File: src/hdl/srg_consts.vh
// constants for the special register access guard
`ifndef SRG_CONSTS_VH
`define SRG_CONSTS_VH
`define SRG_MODE_PRIV      2'h0
`define SRG_MODE_USER      2'h1
`define SRG_MODE_CTLESS    2'h2
`define SRG_MODE_TEST      2'h3
`define SRG_CLS_CPU        2'h0
`define SRG_CLS_MMU        2'h1
`define SRG_CLS_PERIPH     2'h2
`define SRG_CLS_FAB        2'h3
`define SRG_ADDR_MMU_LO    8'h00
`define SRG_ADDR_MMU_HI    8'h0F
`define SRG_ADDR_CPU_LO    8'h10
`define SRG_ADDR_CPU_HI    8'h1F
`define SRG_ADDR_FAB_LO    8'h20
`define SRG_ADDR_FAB_HI    8'h27
`define SRG_ADDR_PER_LO    8'h40
`define SRG_ADDR_SEG_PTR   8'h00
`define SRG_ADDR_UEN       8'h01
`define SRG_ADDR_CEN       8'h02
`define SRG_RST_VALUE      8'h00
`define SRG_RST_ENABLES    8'h00
`endif

File: src/hdl/srg_reg_cell.v
// one special register cell with fixed reset value
`timescale 1ns/100ps
`include "srg_consts.vh"
module srg_reg_cell #(
  parameter W = 8
) (
  input  wire         sys_clk,
  input  wire         resetn,
  input  wire         clk_en,
  input  wire         wr_en,
  input  wire [W-1:0] wr_data,
  output reg  [W-1:0] value_q
);
  always @(posedge sys_clk or negedge resetn) begin
    if (!resetn) begin
      value_q <= `SRG_RST_VALUE;
    end else if (clk_en && wr_en) begin
      value_q <= wr_data;
    end
  end
endmodule

File: src/hdl/srg_access_guard.v
// special register access guard between cpu core and register cells
`timescale 1ns/100ps
`include "srg_consts.vh"
module srg_access_guard #(
  parameter N_PER = 8
) (
  input  wire       sys_clk,
  input  wire       resetn,
  input  wire       clk_en,
  input  wire [1:0] cpu_mode,
  input  wire       acc_valid,
  input  wire       acc_write,
  input  wire [7:0] acc_addr,
  input  wire [7:0] acc_wdata,
  output reg  [7:0] acc_rdata,
  output reg        acc_done,
  output reg        acc_violation
);
  ////////////////////////////////////////////////////////////////////////
  // address classification; attributes are hardwired except the peripheral enables
  reg  [1:0] cls;
  reg        hit;
  reg        allowed;
  reg  [7:0] rd_mux;
  reg  [7:0] fab_q [0:7];
  wire [7:0] seg_q;
  wire [7:0] uen_q;
  wire [7:0] cen_q;
  wire [7:0] cpu_q [0:15];
  wire [7:0] per_q [0:N_PER-1];
  wire [2:0] per_idx = acc_addr[2:0];
  wire       per_hit = (acc_addr >= `SRG_ADDR_PER_LO) &&
                       (acc_addr < (`SRG_ADDR_PER_LO + N_PER));

  always @* begin
    if (acc_addr <= `SRG_ADDR_MMU_HI) begin
      cls = `SRG_CLS_MMU;
    end else if (acc_addr <= `SRG_ADDR_CPU_HI) begin
      cls = `SRG_CLS_CPU;
    end else if (acc_addr <= `SRG_ADDR_FAB_HI) begin
      cls = `SRG_CLS_FAB;
    end else begin
      cls = `SRG_CLS_PERIPH;
    end
  end

  ////////////////////////////////////////////////////////////////////////
  // mapped addresses; the rest of the mmu window and the gap below the
  // peripherals answer with a violation
  always @* begin
    hit = 1'b0;
    case (cls)
      `SRG_CLS_MMU: begin
        hit = (acc_addr <= `SRG_ADDR_CEN);
      end
      `SRG_CLS_CPU: begin
        hit = 1'b1;
      end
      `SRG_CLS_FAB: begin
        hit = 1'b1;
      end
      `SRG_CLS_PERIPH: begin
        hit = per_hit;
      end
      default: hit = 1'b0;
    endcase
  end

  ////////////////////////////////////////////////////////////////////////
  // mode decode and per-peripheral grants
  wire       mode_priv   = (cpu_mode == `SRG_MODE_PRIV);
  wire       mode_user   = (cpu_mode == `SRG_MODE_USER);
  wire       mode_ctless = (cpu_mode == `SRG_MODE_CTLESS);
  wire       mode_test   = (cpu_mode == `SRG_MODE_TEST);
  wire       per_user    = uen_q[per_idx];
  wire       per_ctless  = cen_q[per_idx];

  ////////////////////////////////////////////////////////////////////////
  // access decision per mode
  always @* begin
    allowed = 1'b0;
    case (cls)
      `SRG_CLS_MMU: begin
        // factory test gets no way around the partition setup
        allowed = mode_priv;
      end
      `SRG_CLS_CPU: begin
        allowed = 1'b1;
      end
      `SRG_CLS_PERIPH: begin
        if (mode_priv || mode_test) begin
          allowed = 1'b1;
        end else if (mode_user) begin
          allowed = per_user;
        end else if (mode_ctless) begin
          allowed = per_ctless;
        end
      end
      `SRG_CLS_FAB: begin
        // stored once at the end of factory test, readable except contactless
        if (acc_write) begin
          allowed = mode_test;
        end else begin
          allowed = !mode_ctless;
        end
      end
      default: allowed = 1'b0;
    endcase
    if (!hit) begin
      allowed = 1'b0;
    end
  end

  ////////////////////////////////////////////////////////////////////////
  // write strobes; a denied write never reaches a cell
  wire       wr_ok  = acc_valid && acc_write && allowed;
  wire       seg_wr = wr_ok && (acc_addr == `SRG_ADDR_SEG_PTR);
  wire       uen_wr = wr_ok && (acc_addr == `SRG_ADDR_UEN);
  wire       cen_wr = wr_ok && (acc_addr == `SRG_ADDR_CEN);
  wire       cpu_wr = wr_ok && (cls == `SRG_CLS_CPU);
  wire       per_wr = wr_ok && per_hit;
  wire       fab_wr = wr_ok && (cls == `SRG_CLS_FAB);

  ////////////////////////////////////////////////////////////////////////
  // register cells
  srg_reg_cell #(.W(8)) u_seg (
    .sys_clk (sys_clk),
    .resetn  (resetn),
    .clk_en  (clk_en),
    .wr_en   (seg_wr),
    .wr_data (acc_wdata),
    .value_q (seg_q)
  );
  // only changeable attributes: unprivileged and contactless enables
  srg_reg_cell #(.W(8)) u_uen (
    .sys_clk (sys_clk),
    .resetn  (resetn),
    .clk_en  (clk_en),
    .wr_en   (uen_wr),
    .wr_data (acc_wdata),
    .value_q (uen_q)
  );
  srg_reg_cell #(.W(8)) u_cen (
    .sys_clk (sys_clk),
    .resetn  (resetn),
    .clk_en  (clk_en),
    .wr_en   (cen_wr),
    .wr_data (acc_wdata),
    .value_q (cen_q)
  );

  genvar g;
  generate
    for (g = 0; g < 16; g = g + 1) begin : g_cpu
      srg_reg_cell #(.W(8)) u_cell (
        .sys_clk (sys_clk),
        .resetn  (resetn),
        .clk_en  (clk_en),
        .wr_en   (cpu_wr && (acc_addr[3:0] == g)),
        .wr_data (acc_wdata),
        .value_q (cpu_q[g])
      );
    end
    for (g = 0; g < N_PER; g = g + 1) begin : g_per
      srg_reg_cell #(.W(8)) u_cell (
        .sys_clk (sys_clk),
        .resetn  (resetn),
        .clk_en  (clk_en),
        .wr_en   (per_wr && (per_idx == g)),
        .wr_data (acc_wdata),
        .value_q (per_q[g])
      );
    end
  endgenerate

  // fabrication data has no reset so the factory values survive it
  always @(posedge sys_clk) begin
    if (clk_en && fab_wr) begin
      fab_q[acc_addr[2:0]] <= acc_wdata;
    end
  end

  ////////////////////////////////////////////////////////////////////////
  // read mux
  always @* begin
    rd_mux = 8'h00;
    case (cls)
      `SRG_CLS_MMU: begin
        if (acc_addr == `SRG_ADDR_SEG_PTR) begin
          rd_mux = seg_q;
        end else if (acc_addr == `SRG_ADDR_UEN) begin
          rd_mux = uen_q;
        end else if (acc_addr == `SRG_ADDR_CEN) begin
          rd_mux = cen_q;
        end
      end
      `SRG_CLS_CPU: begin
        rd_mux = cpu_q[acc_addr[3:0]];
      end
      `SRG_CLS_FAB: begin
        rd_mux = fab_q[acc_addr[2:0]];
      end
      `SRG_CLS_PERIPH: begin
        if (per_hit) begin
          rd_mux = per_q[per_idx];
        end
      end
      default: rd_mux = 8'h00;
    endcase
  end

  ////////////////////////////////////////////////////////////////////////
  // next answer; denied or unmapped reads return zero, never protected content
  wire       done_d  = acc_valid;
  wire       viol_d  = acc_valid && !allowed;
  wire [7:0] rdata_d = (acc_valid && !acc_write && allowed) ? rd_mux : 8'h00;

  // answer stands one enabled cycle; a low enable freezes it
  always @(posedge sys_clk or negedge resetn) begin
    if (!resetn) begin
      acc_rdata     <= 8'h00;
      acc_done      <= 1'b0;
      acc_violation <= 1'b0;
    end else if (clk_en) begin
      acc_rdata     <= rdata_d;
      acc_done      <= done_d;
      acc_violation <= viol_d;
    end
  end
endmodule

File: config.mk
export PLATFORM = sky130hd
export DESIGN_NAME = srg_access_guard
export DESIGN_NICKNAME = d
export VERILOG_FILES = /design/src/hdl/srg_reg_cell.v /design/src/hdl/srg_access_guard.v
export VERILOG_INCLUDE_DIRS = /design/src /design/src/hdl
export SDC_FILE = /design/constraint.sdc
export NUM_CORES = 1
export LEC_CHECK = 0
export BUFFER_PORTS_ARGS = -buffer_cell sky130_fd_sc_hd__buf_2
export CELL_PAD_IN_SITES_DETAIL_PLACEMENT = 1
export CELL_PAD_IN_SITES_GLOBAL_PLACEMENT = 1
export CORE_ASPECT_RATIO = 0.9
export CORE_UTILIZATION = 45
export DETAILED_ROUTE_END_ITERATION = 8
export PLACE_DENSITY_LB_ADDON = 0.1
export SYNTH_ARGS = -nofsm -noshare
export SYNTH_HDL_FRONTEND = slang
export SYNTH_SLANG_ARGS = --single-unit
File: constraint.sdc
create_clock -name sys_clk -period 3.1 [get_ports sys_clk]
set_input_delay 0.775 -clock sys_clk [delete_from_list [all_inputs] [get_ports sys_clk]]
set_output_delay 0.775 -clock sys_clk [all_outputs]
set_load 0.02 [all_outputs]
* After elaboration in Yosys (flattened, before gate mapping)
Memories as Yosys holds them, arrays and structs flattened. Index checks and enable logic that the tools add are counted.
Storage, ports and cells: memory bits (writable) 64, bits in registers 226, output and inout port bits 10, word-level logic and storage cells 174, memories kept 1
Cells by class: multiplexer cells 28, eq/ne operators 30, reductions and logical operators 74, bitwise logic cells 2, $lt $le $gt $ge 9
Memories:
- fab_q | words 8, bits a word 8, rd ports 1, clocked after memory_dff 0, wr ports 1, RTL line srg_access_guard.v:25 | reg [7:0] fab_q [0:7];
Operator list (number):
- 8-bit two-way mux | 9
- 1-bit logical AND | 64
- 8-bit binary-select mux with 4-bit select | 1
- 4-bit == test (second input constant) | 8
- 8-bit case mux with 4 select lines | 1
- 8-bit binary-select mux with 3-bit select | 1
- 4-bit by 3-bit == test with 1-bit output (second input constant) | 4
- 3-bit == test (second input constant) | 4
- 1-bit two-way mux | 10
- 2-bit == test (second input constant) | 4
- 4-bit by 2-bit == test with 1-bit output (second input constant) | 2
- 8-bit by 1-bit == test with 1-bit output (second input constant) | 1
- 8-bit by 2-bit == test with 1-bit output (second input constant) | 1
- 8-bit by 7-bit greater-or-equal comparator with 1-bit output (second input constant) | 1
- 8-bit by 2-bit less-or-equal comparator with 1-bit output (second input constant) | 1
- 8-bit by 4-bit less-or-equal comparator with 1-bit output (second input constant) | 1
- 8-bit by 5-bit less-or-equal comparator with 1-bit output (second input constant) | 1
- 8-bit by 6-bit less-or-equal comparator with 1-bit output (second input constant) | 1
- 8-bit logical NOT | 1
- 8-bit by 7-bit less-than comparator with 1-bit output (second input constant) | 1
- 1-bit binary-select mux with 3-bit select | 2
- 3-bit by 2-bit == test with 1-bit output (second input constant) | 2
- 5-bit greater-or-equal comparator (second input constant) | 1
- 4-bit NOT with 5-bit output | 1
- other kinds (15) | 20

* Logic depth before layout (Yosys ltp)
depth after elaboration 13, mapped depth 14

* Modules after synthesis
Synthesis repeated with hierarchy kept, for this count alone.
Second synthesis, totals: cell total of the unflattened synthesis 918, area total of the unflattened synthesis 13696.9 um^2
By module, submodules not included:
- srg_reg_cell | cells an instance 17, times used 27, area an instance 296.5 um^2, seq. area each 200.2 um^2
- srg_access_guard | cells an instance 459, times used 1, area an instance 5690.5 um^2, seq. area each 2172.1 um^2

* Least setup slack after synthesis
OpenSTA, ideal clock, no wires.
kind in2reg, from in acc_addr[3], to mem fab_q[0][0] (enable), arrival time 3.468 ns, library setup time 0.383 ns, buffers on the path 5, stages 12, path slack -0.751 ns, data required time 2.717 ns, cell sequence buf_2 clkbuf_1 a2111o_1 inv_1 ha_1 buf_1 a311oi_1 a211oi_2 o21ai_2 buf_6 buf_6 nor3_1
On the way: longest elaborated chain between the ends 13, elaborated cells between the ends (all ways) 23, those cells by class order compare: 6; eq/ne: 3; mux: 8; reduce/logical: 6
RTL lines:
- start, declared | RTL line srg_access_guard.v:13 | input wire [7:0] acc_addr,
- 8-bit by 6-bit less-or-equal comparator with 1-bit output (no line)
- 1-bit two-way mux | RTL line srg_access_guard.v:40 | end else if (acc_addr <= `SRG_ADDR_FAB_HI) begin
- 2-bit two-way mux | RTL line srg_access_guard.v:38 | end else if (acc_addr <= `SRG_ADDR_CPU_HI) begin
- 2-bit two-way mux | RTL line srg_access_guard.v:36 | if (acc_addr <= `SRG_ADDR_MMU_HI) begin
- 2-bit == test or 2-bit logical NOT (tied branches) | RTL line srg_access_guard.v:52, srg_access_guard.v:82
- 2-bit OR reduction (no line)
- 1-bit case mux with 3 select lines | RTL line srg_access_guard.v:52 | case (cls)
- 1-bit two-way mux | RTL line srg_access_guard.v:109 | if (!hit) begin
- 1-bit logical AND | RTL line srg_access_guard.v:116 | wire wr_ok = acc_valid && acc_write && allowed;
- 1-bit logical AND * | RTL line srg_access_guard.v:122 | wire fab_wr = wr_ok && (cls == `SRG_CLS_FAB);
- 1-bit logical AND * | RTL line srg_access_guard.v:178 | if (clk_en && fab_wr) begin
- 1-bit two-way mux * | RTL line srg_access_guard.v:178
- 1-bit two-way mux (implied by the code) * | RTL line srg_access_guard.v:179 | fab_q[acc_addr[2:0]] <= acc_wdata;
- end, declared | RTL line srg_access_guard.v:25
Mark *: on every way between the ends. The rest lies on a longest branch, timed or not.

* Worst setup path after layout
from in acc_addr[5], to reg g_cpu[0].u_cell.value_q[0]
On the way: longest elaborated chain between the ends 12, elaborated cells between the ends (all ways) 22, those cells by class order compare: 6; eq/ne: 3; mux: 6; reduce/logical: 7
RTL lines:
- 8-bit by 6-bit less-or-equal comparator with 1-bit output (no line)
- 1-bit two-way mux | RTL line srg_access_guard.v:40
- 2-bit two-way mux | RTL line srg_access_guard.v:38
- 2-bit two-way mux | RTL line srg_access_guard.v:36
- 2-bit == test or 2-bit logical NOT (tied branches) | RTL line srg_access_guard.v:52, srg_access_guard.v:82
- 2-bit OR reduction (no line)
- 1-bit case mux with 3 select lines | RTL line srg_access_guard.v:52
- 1-bit two-way mux | RTL line srg_access_guard.v:109
- 1-bit logical AND | RTL line srg_access_guard.v:116
- 1-bit logical AND * | RTL line srg_access_guard.v:120 | wire cpu_wr = wr_ok && (cls == `SRG_CLS_CPU);
- 1-bit logical AND * | RTL line srg_access_guard.v:159 | .wr_en (cpu_wr && (acc_addr[3:0] == g)),
- 1-bit logical AND * | RTL line srg_reg_cell.v:17 | end else if (clk_en && wr_en) begin
- end signal, assigned | RTL line srg_reg_cell.v:16 | value_q <= `SRG_RST_VALUE;
- end signal, assigned | RTL line srg_reg_cell.v:18 | value_q <= wr_data;
- end, declared | RTL line srg_reg_cell.v:12 | output reg [W-1:0] value_q
Marks and branches as above. A chain may end at the register's enable or synchronous reset.

==> summary.txt <==
Run status - finished clean
Final Hold Fails - 0
Distinct cell type count after synthesis - 58
Fin cells - 1454
Clock sink count - 290
Type of the tightest min-delay check - input port to asynchronous set/reset pin
CTS Root Cell - clkbuf_16
CP Launch Type - input port
Reg-to-reg startpoint - u_cen.value_q[5]
Fmax - 326.1 MHz
Placed insts - 1382
Critical Path Max Stage Delay - 450 ps
Drt drc - 0
Vias/cell - 5.804
RePlAce Congestion - 0.8713
Top delay family on crit path - simple AND/OR/NAND/NOR gates
First-pass GRT wire length - 57940 um
Post-synth ARST share - 77.93%
Seq cells post-synth - 290
Type of the worst setup path - input port to register
Clock Tree Buf Depth - 3
Final period util - 98.91%
Primary FF master, synth - dfrtp_1
GRT Overall Usage - 25.02%
# setup viols final - 0
Critical path, cell by cell - buf_2, or3_1, inv_1, ha_2, a311oi_2, a211oi_2, o21ai_4, buf_12, buf_4, nor3_4, mux2_2
Final WL - 36810 um
Measured slew at the worst slew-check pin - 848.4 ps
CTS hold repair buffers - 0
Via Count - 8439
Layout overhead on the synthesized area - 22.10%
Worst Path Arrival - 3450 ps
DRT Pass-1 Iters - 5
Port-buffer cells - 32
Cells after Synth - 902
Die area - 31060 um2
P per Cell Area - 520.3 nW/um2
CP max stage cell - or3_1
Core Area - 29880 um2
Post-route ant nets - 0
Yosys warns - 0
Post-Place Setup Slack - -541.0 ps
Seq/Total Area, Yosys - 55.47%
Fillcell total - 2852
Starting Density - 45.72%
Share of cells above drive strength 1 - 50.71%
Worst-path clk slew - 60 ps
CP bufs+invs - 4
Fin. max-slew vios - 0
Static leakage - 0.007824 uW
DR iter-0 viols - 552
Final worst setup slack - 33.79 ps
CP max FO - 8
Slew margin rel. - 43.44%
Final-stage net count - 1055
Cell Area, Synth - 13660 um2
Antenna Cells - 0
GRT overflow - 0
Syn Nets - 932
Syn Area/Cell - 15.14 um2
Worst endpoint required time - 3480 ps
I/O pin cnt - 33
Clk_lat worst skew - 510 ps
Largest net degree at the start of global routing - 71
Die height - 167.3 um
CTS tree - done
CP endpoint kind - register
EDFF count, synth - 64
Power Total - 8678 uW
H-tree levels - 2
Die Span X - 185.7 um
FF/Latch Area - 7577 um2
Tmin final - 3066 ps
Antenna violations before repair - 0
Setup Skew - 14.22 ps
Avg WL per Cell - 25.32 um
Max VDD drop - 0.0004692 V
Total CTS buffers - 34
Area of the multi-input gates - 5964 um2
Num rows - 60
DP Wirelength - 24850 um
Max cap viols - 0
Vias in the first global route - 9383
Critical path startpoint - acc_addr[5]
cells in the final DEF (no fill, tap or decap), types with 5 or more instances in the layout:
cell type  count
o22ai_1       11
nor2b_1       11
buf_12        26
o211ai_1       6
bufinv_16      5
or3_1          7
nand2_1       42
buf_4         94
a211oi_1       5
nor2_1         8
mux4_2        50
o21ai_0       10
clkbuf_1       6
a2111oi_0      6
nand2b_1       5
inv_1         12
dfrtp_1      226
nor3_4        25
edfxtp_1      64
mux2i_1       31
mux2_2       187
clkinv_2       5
a31oi_1        5
mux2_4        53
clkbuf_16     37
buf_2         29
nor3_1         5
nand3_1        8
a21oi_1       14
cell type report:
type / instances / area share [%]
clock buffers: 45 / 5.851
multi-input cells: 535 / 35.76
repair buffers: 150 / 8.311
well taps: 403 / 3.023
flip-flops and latches: 290 / 45.43
inverters: 14 / 0.3151
clock inverters: 17 / 1.313
worst register-to-register path: stages, from the launching register on:
cell and delay [ps]:
dfrtp_1 390, mux4_2 270, nor2_1 50, nor4b_2 250
buf_4 180, o21ai_4 90, buf_12 170, buf_4 150
nor3_4 440, mux2_2 420
sequential cells by signal, indices dropped and copies added, names as in the netlist:
name,count
acc_violation,1
fab_q,64
u_seg.value_q,8
acc_rdata,8
u_uen.value_q,8
acc_done,1
u_cen.value_q,8
g_cpu.u_cell.value_q,128
g_per.u_cell.value_q,64
layer usage:
metal  global-route usage [%]  vias to the layer above  part of all wire (%)
met5                        0                        -                     0
met4                    6.272                        0                   1.9
met3                    4.219                       54                   4.0
met2                    39.75                      153                    48
met1                    35.75                     4577                    46
li1                         -                     3655                     -
worst paths after layout:
check | endpoint | slack (ps) | cells past startpoint
setup / recovery | g_cpu[0].u_cell.value_q[0] | 30 | 11
hold / removal | g_cpu[10].u_cell.value_q[5] | 200 | 1
setup reg to reg | g_cpu[0].u_cell.value_q[0] | 570 | 9
hold reg to reg | acc_violation | 500 | 1
max in group asynchronous | u_uen.value_q[5] | 2110 | 2
min in group sys_clk | acc_violation | 500 | 1
per-stage QoR:
stage | util, % | hold slack (ps) | setup TNS, ps | cell area (um2)
6_report | 55.83 | 196.4 | 0 | 16680
3_5_place_dp | 51.35 | 487.0 | -84770 | 15340
2_1_floorplan | - | 473.4 | -31480 | 13990
3_3_place_gp | 51.35 | 483.0 | -62150 | 15340
5_1_grt | 55.83 | 224.9 | -229.1 | 16680
4_1_cts | 55.36 | 217.7 | 0 | 16540
cell usage after synthesis (4+ instances only):
cell,number,area share [%]
a31oi_1,5,0.23
ha_1,7,0.64
a2111oi_0,7,0.45
dfrtp_1,226,41
a211oi_1,5,0.27
o211ai_1,6,0.33
mux2_1,4,0.33
nand2b_1,5,0.23
o21ai_0,10,0.37
mux2i_1,31,2.3
edfxtp_1,64,14
a21oi_1,14,0.51
nor3_4,17,2.0
o32ai_1,4,0.26
nor3_1,13,0.48
clkbuf_1,30,0.82
buf_2,18,0.66
mux2_2,220,18
buf_4,4,0.22
nor2b_1,11,0.50
buf_1,5,0.14
inv_1,13,0.36
o22ai_1,11,0.50
mux4_2,50,8.2
mux2_4,16,1.8
nand3_1,8,0.29
buf_6,5,0.41
nor2_1,8,0.22
nand2_1,42,1.2
or3_1,7,0.32
where the power goes:
part           switching, uW  internal, uW
sequential              7.62          3920
clock                   1580          2640
combinational            343           186
kinds of logic after synthesis:
kind of cell | Yosys count | synth area share (%)
buf+inv | 77 | 2.784
fa+ha+maj | 7 | 0.6411
flops | 290 | 55.47
simple gates | 129 | 6.357
compound gates | 78 | 4.012
mux | 321 | 30.74
what timing repair did:
action | CTS | global route
buffers inserted | 0 | 10
gates resized for setup | 1 | 4
endpoints found under the hold margin | 0 | 0
setup endpoints to repair | 1 | 28
pin swaps | 0 | 9
No activity file was read; power rests on OpenSTA's default activity.
